## src/include/vcr_consts.svh

```systemverilog
/*
 * Constants of the valve current regulator: register offsets, field positions,
 * reset values and timing counts. Assumes a 10 MHz system clock.
 */
`ifndef VCR_CONSTS_SVH
`define VCR_CONSTS_SVH

// ==========================================================
// register map (byte addresses)
`define VCR_OFF_CTRL      8'h00
`define VCR_OFF_GAIN      8'h04
`define VCR_OFF_FCLR      8'h08
`define VCR_OFF_STATUS    8'h0C
`define VCR_OFF_SETPOINT  8'h10
// ==========================================================
// control fields
`define VCR_CTRL_MINDUTY_LSB  0
`define VCR_CTRL_PAIR12_BIT   2
`define VCR_CTRL_PAIR34_BIT   3
`define VCR_CTRL_RDSEL_BIT    4
`define VCR_CTRL_FIRST_DUTY_CONTROL_BIT     5
`define VCR_CTRL_RESET        6'h00
// gains: 6 fractional bits, integral gain resets to 1/8
`define VCR_GAIN_FRAC         6
`define VCR_KI_RESET          8'h08
`define VCR_KP_RESET          8'h00
// ==========================================================
// duty scale: 1024 is 100 %
`define VCR_DUTY_FULL     11'h400
`define VCR_DUTY_MIN10    11'h066
`define VCR_DUTY_MIN3     11'h020
`define VCR_DUTY_FORCED   11'h010
`define VCR_ERR_THRESH    12'h019
// sample point slope: (102 - duty) / 70 as (x * 117) >> 13
`define VCR_SLOPE_MUL     7'h75
`define VCR_SLOPE_SHIFT   13
// ==========================================================
// timing
`define VCR_CLK_HZ        10000000
`define VCR_PWM_HZ        5000
`define VCR_PERIOD_CYC    (`VCR_CLK_HZ / `VCR_PWM_HZ)
`define VCR_FILTER_NS     2000
`define VCR_FILTER_CYC    ((`VCR_FILTER_NS * (`VCR_CLK_HZ / 1000000) + 999) / 1000)
`define VCR_CRERR_US      1000
`define VCR_CRERR_CYC     (`VCR_CRERR_US * (`VCR_CLK_HZ / 1000000))

`endif

```

## src/include/vcr_pkg.sv

```systemverilog
/*
 * Types of the valve current regulator.
 * Assumes vcr_consts.svh is on the include path.
 */
`default_nettype none
package vcr_pkg;
	// ==========================================================
	// per-channel flags as they appear in the status word
	typedef struct packed {
		logic drain_state;
		logic overtemp;
		logic overcurrent;
		logic open_load;
		logic regulation_error_flag;
	} vcr_flags_t;

	// ==========================================================
	// write channel of the bus slave
	typedef enum logic [1:0] {
		VCR_WR_IDLE = 2'b01,
		VCR_WR_RESP = 2'b10
	} vcr_wstate_t;
endpackage
`default_nettype wire

```

## src/logic/vcr_regulator.sv

```systemverilog
/*
 * Four-channel valve current regulator with PWM, PI loop, sample scheduling and
 * fault supervision, behind an AXI4-Lite register slave.
 * Assumes the ADC, comparators and power stages are outside and synchronous to aclk.
 */
// Added by the designer: the AXI4-Lite interface to the registers and the register offsets.
// Notes on behaviour
// - each channel owns a 10-bit setpoint, 2.2 mA per step
// - zero setpoint turns the channel's power stage off
// - a new setpoint acts on the loop at once
// - setpoint readback chosen by pair mode bit and readback select
// - duty follows a PI law with programmable integral and proportional gains
// - one integral gain for all channels, reset value one eighth
// - regulators idle until integral gain is non-zero
// - two-bit option picks minimum duty and forced or skipped pulses
// - regulated duty clamped between minimum and 100 percent
// - sample at half on-time, moving to end below 10 percent
// - current sampled only while the switch is on
// - error flag after setpoint minus current exceeds 25 for the delay
// - regulation error only reported, loop keeps running
// - error flag latched, cleared by reading it
// - pair regulation off bit makes channels plain PWM from top 8 bits
// - first period duty set by the first duty control bit
// - open load checked only while off, flag only
// - filtered drain state bit per channel, readable
// - overcurrent switches off and latches; clear then new setpoint
// - overtemperature switches off, drops turn-on; clear then new setpoint
// - PWM code 0.39 percent per step, 00 off, FF on
// - channel periods interleaved by quarter period from channel one
`default_nettype none
`include "vcr_consts.svh"

// ==========================================================
// debouncer: level follows raw after it has differed for N cycles
module vcr_debounce #(
	parameter int N = 20
) (
	input  wire logic aclk,    // system clock
	input  wire logic aresetn, // synchronous reset, active low
	input  wire logic raw,     // comparator level
	output logic      level    // filtered level
);
	localparam int CW = $clog2(N + 1);
	logic [CW-1:0] cnt;

	always_ff @(posedge aclk) begin
		if (!aresetn) begin
			cnt   <= '0;
			level <= 1'b0;
		end else if (raw == level) begin
			cnt <= '0;
		end else if (cnt == CW'(N - 1)) begin
			cnt   <= '0;
			level <= raw;
		end else begin
			cnt <= cnt + 1'b1;
		end
	end
endmodule // vcr_debounce

// ==========================================================
module vcr_regulator import vcr_pkg::*; #(
	parameter int PERIOD = `VCR_PERIOD_CYC,
	parameter int FILTER = `VCR_FILTER_CYC,
	parameter int CRERR  = `VCR_CRERR_CYC
) (
	input  wire logic             aclk,                 // system clock
	input  wire logic             aresetn,              // synchronous reset, active low
	input  wire logic [7:0]       s_axi_awaddr,         // write address
	input  wire logic             s_axi_awvalid,        // write address valid
	output logic                  s_axi_awready,        // write address ready
	input  wire logic [31:0]      s_axi_wdata,          // write data
	input  wire logic [3:0]       s_axi_wstrb,          // write byte enables
	input  wire logic             s_axi_wvalid,         // write data valid
	output logic                  s_axi_wready,         // write data ready
	output logic [1:0]            s_axi_bresp,          // write response
	output logic                  s_axi_bvalid,         // write response valid
	input  wire logic             s_axi_bready,         // write response ready
	input  wire logic [7:0]       s_axi_araddr,         // read address
	input  wire logic             s_axi_arvalid,        // read address valid
	output logic                  s_axi_arready,        // read address ready
	output logic [31:0]           s_axi_rdata,          // read data
	output logic [1:0]            s_axi_rresp,          // read response
	output logic                  s_axi_rvalid,         // read data valid
	input  wire logic             s_axi_rready,         // read data ready
	input  wire logic [3:0][9:0]  adc_current,          // converted load current per channel
	input  wire logic [3:0]       adc_done,             // conversion result strobe
	output logic [3:0]            adc_sample,           // conversion start pulse
	input  wire logic [3:0]       drain_above,          // drain above open load threshold
	input  wire logic [3:0]       overcurrent_raw,      // overcurrent comparator
	input  wire logic [3:0]       overtemp_raw,         // overtemperature comparator
	output logic [3:0]            valve_channel_output  // gate command to power stages
);
	localparam int PW = $clog2(PERIOD + 1);
	localparam int CEW = $clog2(CRERR + 1);

	// ==========================================================
	// registers
	logic [5:0]       ctrl;
	logic [7:0]       integral_gain;
	logic [7:0]       proportional_gain;
	logic [3:0][9:0]  setpoint;
	vcr_flags_t [3:0] flags;
	logic [3:0][10:0] duty_now;
	logic [3:0][9:0]  meas;

	wire [1:0] min_duty_option   = ctrl[`VCR_CTRL_MINDUTY_LSB +: 2];
	wire [1:0] regulation_disable_pair = {ctrl[`VCR_CTRL_PAIR34_BIT], ctrl[`VCR_CTRL_PAIR12_BIT]};
	wire       readback_select   = ctrl[`VCR_CTRL_RDSEL_BIT];
	wire       first_duty_control = ctrl[`VCR_CTRL_FIRST_DUTY_CONTROL_BIT];
	wire [10:0] duty_min = (min_duty_option == 2'h0) ? `VCR_DUTY_MIN10 : `VCR_DUTY_MIN3;

	function automatic logic [31:0] merge(input logic [31:0] old, input logic [31:0] nw, input logic [3:0] st);
		for (int b = 0; b < 4; b++)
			merge[8*b +: 8] = st[b] ? nw[8*b +: 8] : old[8*b +: 8];
	endfunction

	function automatic logic [2:0] decode(input logic [7:0] a);
		// 0 ctrl, 1 gain, 2 fault clear, 3 status, 4 setpoint, 7 unmapped
		if (a[1:0] != 2'h0)
			decode = 3'h7;
		else if (a == `VCR_OFF_CTRL)
			decode = 3'h0;
		else if (a == `VCR_OFF_GAIN)
			decode = 3'h1;
		else if (a == `VCR_OFF_FCLR)
			decode = 3'h2;
		else if (a == `VCR_OFF_STATUS)
			decode = 3'h3;
		else if (a[7:4] == 4'(`VCR_OFF_SETPOINT >> 4))
			decode = 3'h4;
		else
			decode = 3'h7;
	endfunction

	// ==========================================================
	// write channel: address and data taken in either order
	vcr_wstate_t  wstate;
	logic         aw_full;
	logic         w_full;
	logic [7:0]   aw_addr;
	logic [31:0]  w_data;
	logic [3:0]   w_strb;

	assign s_axi_awready = !aw_full && (wstate == VCR_WR_IDLE);
	assign s_axi_wready  = !w_full && (wstate == VCR_WR_IDLE);
	assign s_axi_bvalid  = (wstate == VCR_WR_RESP);

	wire       do_write = aw_full && w_full && (wstate == VCR_WR_IDLE);
	wire [2:0] wsel     = decode(aw_addr);
	wire [1:0] wch      = aw_addr[3:2];
	wire [3:0] fault_clr = (do_write && wsel == 3'h2 && w_strb[0]) ? w_data[3:0] : 4'h0;
	wire [3:0] sp_wr    = (do_write && wsel == 3'h4 && w_strb[1:0] != 2'h0) ? (4'h1 << wch) : 4'h0;
	wire [31:0] sp_merged = merge({22'h0, setpoint[wch]}, w_data, w_strb);
	wire [31:0] gain_merged = merge({16'h0, proportional_gain, integral_gain}, w_data, w_strb);
	wire [31:0] ctrl_merged = merge({26'h0, ctrl}, w_data, w_strb);

	always_ff @(posedge aclk) begin
		if (!aresetn) begin
			wstate  <= VCR_WR_IDLE;
			aw_full <= 1'b0;
			w_full  <= 1'b0;
			aw_addr <= 8'h00;
			w_data  <= 32'h0000_0000;
			w_strb  <= 4'h0;
			s_axi_bresp <= 2'h0;
		end else begin
			if (s_axi_awvalid && s_axi_awready) begin
				aw_full <= 1'b1;
				aw_addr <= s_axi_awaddr;
			end
			if (s_axi_wvalid && s_axi_wready) begin
				w_full <= 1'b1;
				w_data <= s_axi_wdata;
				w_strb <= s_axi_wstrb;
			end
			case (wstate)
				VCR_WR_IDLE: if (do_write) begin
					aw_full     <= 1'b0;
					w_full      <= 1'b0;
					s_axi_bresp <= (wsel == 3'h7 || wsel == 3'h3) ? 2'h2 : 2'h0;
					wstate      <= VCR_WR_RESP;
				end
				VCR_WR_RESP: if (s_axi_bready) begin
					wstate <= VCR_WR_IDLE;
				end
				default: wstate <= VCR_WR_IDLE;
			endcase
		end
	end

	always_ff @(posedge aclk) begin
		if (!aresetn) begin
			ctrl              <= `VCR_CTRL_RESET;
			integral_gain     <= `VCR_KI_RESET;
			proportional_gain <= `VCR_KP_RESET;
			setpoint          <= '0;
		end else if (do_write) begin
			if (wsel == 3'h0)
				ctrl <= ctrl_merged[5:0];
			if (wsel == 3'h1) begin
				integral_gain     <= gain_merged[7:0];
				proportional_gain <= gain_merged[15:8];
			end
			if (sp_wr != 4'h0)
				setpoint[wch] <= sp_merged[9:0];
		end
	end

	// ==========================================================
	// read channel: one cycle to answer, status read clears error flags
	wire [2:0] rsel    = decode(s_axi_araddr);
	wire [1:0] rch     = s_axi_araddr[3:2];
	wire       rd_take = s_axi_arvalid && s_axi_arready;
	wire [3:0] crer_rd_clr = (rd_take && rsel == 3'h3) ? 4'hF : 4'h0;
	wire       rch_pwm = regulation_disable_pair[rch[1]];
	wire [10:0] rb_word = !rch_pwm ? (readback_select ? duty_now[rch] : {1'b0, setpoint[rch]}) :
		(readback_select ? {1'b0, meas[rch]} : {3'h0, setpoint[rch][9:2]});
	logic [31:0] status_word;
	always_comb begin
		status_word = 32'h0000_0000;
		for (int c = 0; c < 4; c++) begin
			status_word[c]      = flags[c].regulation_error_flag;
			status_word[4 + c]  = flags[c].open_load;
			status_word[8 + c]  = flags[c].drain_state;
			status_word[12 + c] = flags[c].overcurrent;
			status_word[16 + c] = flags[c].overtemp;
		end
	end
	wire [31:0] rd_mux = (rsel == 3'h0) ? {26'h0, ctrl} :
		(rsel == 3'h1) ? {16'h0, proportional_gain, integral_gain} :
		(rsel == 3'h3) ? status_word :
		(rsel == 3'h4) ? {21'h0, rb_word} : 32'h0000_0000;

	assign s_axi_arready = !s_axi_rvalid;

	always_ff @(posedge aclk) begin
		if (!aresetn) begin
			s_axi_rvalid <= 1'b0;
			s_axi_rdata  <= 32'h0000_0000;
			s_axi_rresp  <= 2'h0;
		end else if (rd_take) begin
			s_axi_rvalid <= 1'b1;
			s_axi_rdata  <= rd_mux;
			s_axi_rresp  <= (rsel == 3'h7 || rsel == 3'h2) ? 2'h2 : 2'h0;
		end else if (s_axi_rready) begin
			s_axi_rvalid <= 1'b0;
		end
	end

	// ==========================================================
	// shared period counter
	logic [PW-1:0] cnt;
	always_ff @(posedge aclk) begin
		if (!aresetn)
			cnt <= '0;
		else
			cnt <= (cnt == PW'(PERIOD - 1)) ? '0 : cnt + 1'b1;
	end

	// ==========================================================
	// channels
	for (genvar i = 0; i < 4; i++) begin : g_ch
		localparam logic [PW-1:0] OFFS = PW'(i * PERIOD / 4);
		wire [PW-1:0] phase = (cnt >= OFFS) ? cnt - OFFS : PW'(cnt + PW'(PERIOD) - OFFS);
		wire period_end = (phase == PW'(PERIOD - 1));
		wire pwm_mode = regulation_disable_pair[i / 2];

		logic enabled;
		logic first;
		logic odd;
		logic got;
		logic gate;
		logic signed [19:0] integ;
		logic [10:0] duty_r;
		logic [CEW-1:0] crer_cnt;
		logic oc_lvl;
		logic ot_lvl;
		logic ol_lvl;
		logic ds_lvl;

		// a zero setpoint, or an idle gain outside PWM mode, keeps the stage off
		wire live = enabled && (setpoint[i] != 10'h000) && (pwm_mode || integral_gain != 8'h00);
		wire at_floor = (duty_r <= `VCR_DUTY_MIN3);
		wire forced = !pwm_mode && odd && at_floor && (min_duty_option == 2'h2);
		wire skipped = !pwm_mode && odd && at_floor && (min_duty_option == 2'h3);
		wire [10:0] pwm_duty = (setpoint[i][9:2] == 8'hFF) ? `VCR_DUTY_FULL : {1'b0, setpoint[i][9:2], 2'h0};
		wire [10:0] eff = pwm_mode ? pwm_duty :
			(first && first_duty_control) ? `VCR_DUTY_FULL :
			forced ? `VCR_DUTY_FORCED : skipped ? 11'h000 : duty_r;
		wire [21:0] on_prod = 22'(eff) * 22'(PERIOD);
		wire [PW-1:0] on_len = on_prod[10 +: PW];
		wire on = live && (phase < on_len);

		// sample point slides from half to end of on-time below 10 percent
		wire [PW-1:0] half = on_len >> 1;
		wire [6:0] below = (eff < `VCR_DUTY_MIN10) ? 7'(`VCR_DUTY_MIN10 - eff) : 7'h00;
		wire [25:0] slide = (26'(half) * 26'(below) * 26'(`VCR_SLOPE_MUL)) >> `VCR_SLOPE_SHIFT;
		wire [PW-1:0] late = PW'(26'(half) + slide);
		wire [PW-1:0] samp_pt = (late >= on_len) ? on_len - 1'b1 : late;
		wire take_sample = on && (phase == samp_pt) && !forced && !skipped;

		// PI step, integrator kept in duty units with fractional gain bits
		wire signed [11:0] err = $signed({2'b00, setpoint[i]}) - $signed({2'b00, meas[i]});
		wire signed [19:0] ki_term = $signed({12'h000, integral_gain}) * 20'(err);
		wire signed [19:0] kp_term = $signed({12'h000, proportional_gain}) * 20'(err);
		wire signed [19:0] lo_lim = $signed({3'b000, duty_min, 6'h00});
		wire signed [19:0] hi_lim = $signed({3'b000, `VCR_DUTY_FULL, 6'h00});
		wire signed [19:0] integ_sum = integ + ki_term;
		wire signed [19:0] next_integ = (integ_sum < lo_lim) ? lo_lim : (integ_sum > hi_lim) ? hi_lim : integ_sum;
		wire signed [19:0] pi_sum = next_integ + kp_term;
		wire signed [19:0] pi_clamp = (pi_sum < lo_lim) ? lo_lim : (pi_sum > hi_lim) ? hi_lim : pi_sum;
		wire [10:0] next_duty = pi_clamp[16:6];

		always_ff @(posedge aclk) begin
			if (!aresetn) begin
				integ  <= '0;
				duty_r <= `VCR_DUTY_MIN10;
				got    <= 1'b0;
				odd    <= 1'b0;
				first  <= 1'b0;
				meas[i] <= 10'h000;
			end else begin
				if (adc_done[i]) begin
					meas[i] <= adc_current[i];
					got     <= 1'b1;
				end
				if (!live || pwm_mode) begin
					integ  <= lo_lim;
					duty_r <= duty_min;
				end else if (period_end && got) begin
					integ  <= next_integ;
					duty_r <= next_duty;
				end else if (duty_r < duty_min) begin
					duty_r <= duty_min;
				end
				if (period_end) begin
					got <= adc_done[i];
					odd <= !odd;
				end
				if (!live)
					first <= 1'b1;
				else if (period_end)
					first <= 1'b0;
			end
		end

		always_ff @(posedge aclk) begin
			if (!aresetn) begin
				gate          <= 1'b0;
				adc_sample[i] <= 1'b0;
				duty_now[i]   <= 11'h000;
			end else begin
				gate          <= on;
				adc_sample[i] <= take_sample;
				duty_now[i]   <= live ? eff : 11'h000;
			end
		end
		assign valve_channel_output[i] = gate;

		// ======================================================
		// supervision
		vcr_debounce #(.N(FILTER)) u_oc (.aclk(aclk), .aresetn(aresetn), .raw(overcurrent_raw[i]), .level(oc_lvl));
		vcr_debounce #(.N(FILTER)) u_ot (.aclk(aclk), .aresetn(aresetn), .raw(overtemp_raw[i]), .level(ot_lvl));
		vcr_debounce #(.N(FILTER)) u_ol (.aclk(aclk), .aresetn(aresetn), .raw(!drain_above[i] && !gate),
			.level(ol_lvl));
		vcr_debounce #(.N(FILTER)) u_ds (.aclk(aclk), .aresetn(aresetn), .raw(drain_above[i]), .level(ds_lvl));

		wire crer_cond = !pwm_mode && live && (err > $signed(`VCR_ERR_THRESH));
		wire crer_hit = crer_cond && (crer_cnt == CEW'(CRERR - 1));

		always_ff @(posedge aclk) begin
			if (!aresetn) begin
				crer_cnt <= '0;
				flags[i] <= '0;
				enabled  <= 1'b0;
			end else begin
				crer_cnt <= (!crer_cond || crer_hit || sp_wr[i]) ? '0 : crer_cnt + 1'b1;
				// a detection in the clearing cycle wins
				flags[i].regulation_error_flag <= (flags[i].regulation_error_flag && !crer_rd_clr[i]) ||
					crer_hit;
				flags[i].overcurrent <= (flags[i].overcurrent && !fault_clr[i]) || oc_lvl;
				flags[i].overtemp    <= (flags[i].overtemp && !fault_clr[i]) || ot_lvl;
				flags[i].open_load   <= (flags[i].open_load && !fault_clr[i]) || ol_lvl;
				flags[i].drain_state <= ds_lvl;
				// an overcurrent or overtemperature drops the turn-on command; only a fresh setpoint after clearing restores it
				if (oc_lvl || ot_lvl || flags[i].overcurrent || flags[i].overtemp)
					enabled <= 1'b0;
				else if (sp_wr[i])
					enabled <= 1'b1;
			end
		end
	end
endmodule // vcr_regulator
`default_nettype wire

```

## config.mk

```make
export PLATFORM = sky130hd
export DESIGN_NAME = vcr_regulator
export DESIGN_NICKNAME = d
export VERILOG_FILES = /design/src/include/vcr_pkg.sv /design/src/logic/vcr_regulator.sv
export VERILOG_INCLUDE_DIRS = /design/src /design/src/include
export SDC_FILE = /design/constraint.sdc
export NUM_CORES = 2
export LEC_CHECK = 0
export BUFFER_PORTS_ARGS = -buffer_cell sky130_fd_sc_hd__buf_2
export CORE_MARGIN = 2
export CORE_UTILIZATION = 65
export CTS_CLUSTER_DIAMETER = 100
export DETAILED_ROUTE_END_ITERATION = 7
export GPL_TIMING_DRIVEN = 0
export PLACE_DENSITY = 0.82
export SLEW_MARGIN = 5
export SYNTH_ARGS = -nofsm -noshare
export SYNTH_HDL_FRONTEND = slang
export SYNTH_SLANG_ARGS = --single-unit
```

## constraint.sdc

```tcl
create_clock -name aclk -period 35.7 [get_ports aclk]
set_clock_uncertainty 0.1 [all_clocks]
set_input_delay 7.14 -clock aclk [delete_from_list [all_inputs] [get_ports aclk]]
set_output_delay 7.14 -clock aclk [all_outputs]
set_load 0.005 [all_outputs]
```

==> impl_metrics.ini <==
[placement]
dp_slack_ns = 16.35
gp_congestion = 1.03
place_area_um2 = 91200
port_buffers = 129
hpwlAfterDp_mm = 238

[worst_setup_path]
worst_path_largest_cell_delay_ns = 0.95
cp_max_fo = 10
cp-end-kind = flip-flop
cp_slowest_cell = xnor2_1
start_kind = flip-flop
cp.required_ns = 36.12
criticalPathCategory = reg2reg
crit_arrival_ns = 20.30
cp_common_cell = fa_1

[cells_and_area]
layout.nets = 13000
area_growth_pct = 6.18
finish.instance_area_um2 = 93600
layout-drive-gt1-share = 0.0465

[sta]
hold_slack_ns = 0.344
min_period_ns = 19.88
worst_slack_ns = 15.82
fin_tns_setup_ns = 0
timing.final.crit_share = 0.557
rsz0062_at_grt = false
worst_pin_slew_ns = 1.55
setup_viol = 0
hold_violations = 0
max-slew-margin-rel = -0.0441
maxSlewViolCount = 20
clock.fmax_mhz = 50.3

[clock_network]
cts_sinks = 530
cts_resized = 0
cts.clk_slew.worst_paths_ns = 0.07
cts_tree = yes
clkLatencyLatePin_ns = 0.70
h-tree-depth = 3
clockBufferDepth = 3
hold_buffers = 0
cts-root-buf = clkbuf_16
post-cts-setup-buffers = 0
cts_buffers = 68

[power]
p_seq_frac = 0.334
p_int_mw = 1.18
power.switching_mw = 0.664
swShare = 0.360
clkPwrFrac = 0.397
power.density_nw_per_um2 = 19.7
combPwrFrac = 0.269
power_leakage_nw = 46.9
report.power.total_mw = 1.84
peakVddDrop_v = 0.0000283

[global_routing]
grt_pass1_vias = 75700
antenna_found_initial = 26
grt_overflow = 0
grt_max_degree = 22
grt_util_all_layers = 0.420
grt_pass1_wl_mm = 440

[synthesis]
yosys_warnings = 0
netlist_top_cells_area = fa_1 (25%), ha_1 (17%), dfxtp_1 (12%), inv_1 (7.5%), nand2_1 (4.2%)
synth_edf_count = 0
netlist_area_um2 = 88200
syn_area_per_cell_um2 = 8.54
yosysUniqueCellTypes = 123
netlist.area_leader.share = 0.253
synth_cells = 10300
yosysTopAreaCell = fa_1
ys_async_sr_fraction = 0
ys_ff_latch = 530
ys.flop_type = dfxtp_1
synth_seq_area_share = 0.120

[outcome]
status = complete, but fails checks
violations = max-capacitance violations, max-slew violations

[detailed_routing]
drtIter0Drc = 6223
drt-wirelength-per-cell_um = 23.2
drt_drc_violations_left = 0
wl_mm = 288
dr_total_vias = 75100
viasPerCell = 6.06
ant_nets = 0
first_pass_iters = 6

[floorplanning]
rows = 135
fp.coreArea_um2 = 135000
die_y_um = 372
die_x_um = 372
initial_core_util = 0.652
io-pin-count = 164
die-area_um2 = 139000

[job]
maxCapViolCount = 3

[worst_hold_path]
hp-class = reg2reg
metal layers:
layer / up-vias / track usage / part of all wire
met3: 833 / 0.0974 / 0.099
met1: 36800 / 0.533 / 0.39
met4: 18 / 0.256 / 0.068
met2: 3496 / 0.650 / 0.44
li1: 34000 / - / -
met5: - / 0 / 0.00048
synthesized netlist by cell type, drive strengths merged, types with 34 or more instances:
library cell	count
a21boi	37
a22oi	40
or3	35
xor2	224
o211ai	39
o21bai	41
xnor2	404
buf	52
fa	1114
inv	1775
mux2i	97
ha	1179
a21o	138
nand2	987
a31oi	34
nor3	174
nor4	38
nand4	49
o21ai	290
nor2	831
and3	73
nand3	196
mux4	49
a211oi	55
nor2b	125
a21oi	457
or2	37
nand2b	67
and2	405
o21a	60
clkbuf	263
dfxtp	530
through the flow:
stage | utilization | cells
after floorplan | - | 10300
after global placement | 0.674 | 12300
after detailed placement | 0.675 | 12300
after CTS | 0.692 | 12400
after global routing | 0.692 | 12400
final | 0.693 | 12400
cells by family (layout without fill, tap and decap cells):
family | count (synthesis) | count (layout) | share of synthesized area
and+or+nand+nor | 3140 | 3140 | 0.170
muxes | 168 | 168 | 0.0263
other | 1 | 41 | 0.0000425
xor gates and xnor gates | 631 | 631 | 0.0637
AOI/OAI and AO/OA | 1460 | 1460 | 0.109
buffers and inverters | 2093 | 2347 | 0.0904
DFF | 530 | 530 | 0.120
adders and majority gates | 2296 | 2296 | 0.421
layout by cell type, fill, tap and decap left out, drive strengths merged, types with 224 or more instances in the layout:
cell	Yosys	layout
a21oi	457	457
and2	405	405
clkbuf	263	345
dfxtp	530	530
fa	1114	1114
ha	1179	1179
inv	1775	1789
nand2	987	987
nor2	831	831
o21ai	290	290
xnor2	404	404
xor2	224	224
cell type report:
cell class                 instances  area [um^2]
clock inverter                    40          489
tap                             1781         2230
clock buffer                      82         1810
buffer                           315         1300
timing repair buffer             132          721
multi-input combinational       7717        69700
fill                           10900        41500
antenna                           19         47.5
sequential                       530        10600
inverter                        1778         6680
worst paths after layout:
kind | from | endpoint | slack (ns) | cells after the start
max | ctrl[1]$_SDFFE_PN0P_ | adc_sample[3]$_SDFF_PN0_ | 15.82 | 66
min | g_ch[0].u_ds.cnt[0]$_SDFF_PP0_ | g_ch[0].u_ds.cnt[0]$_SDFF_PP0_ | 0.34 | 1
max reg2reg | ctrl[1]$_SDFFE_PN0P_ | adc_sample[3]$_SDFF_PN0_ | 15.82 | 66
min reg2reg | g_ch[0].u_ds.cnt[0]$_SDFF_PP0_ | g_ch[0].u_ds.cnt[0]$_SDFF_PP0_ | 0.34 | 1
state kept, by name, indices dropped and copies added, names as in the netlist, 40 cells and up:
name	count
g_ch.integ	80
g_ch.crer_cnt	56
duty_now	44
g_ch.duty_r	44
meas	40
setpoint	40
worst max-delay path, delay by kind of cell, from the launching register on:
kind	cells	cell delay, ns
adders and majority gates	17	7.07
AOI/OAI and AO/OA	23	6.29
and+or+nand+nor	13	2.06
buffers and inverters	8	1.34
xor gates and xnor gates	5	2.17
DFF	1	0.66
power groups by stage:
| stage | Clock [mW] | Combinational, mW | Sequential, mW |
|---|---|---|---|
| after floorplan | 0 | 0.320 | 0.620 |
| after global placement | 0 | 0.469 | 0.628 |
| after detailed placement | 0 | 0.476 | 0.628 |
| after CTS | 0.737 | 0.482 | 0.615 |
| after global routing | 0.757 | 0.537 | 0.616 |
| final | 0.732 | 0.495 | 0.617 |
(Power assumes the default switching activity.)
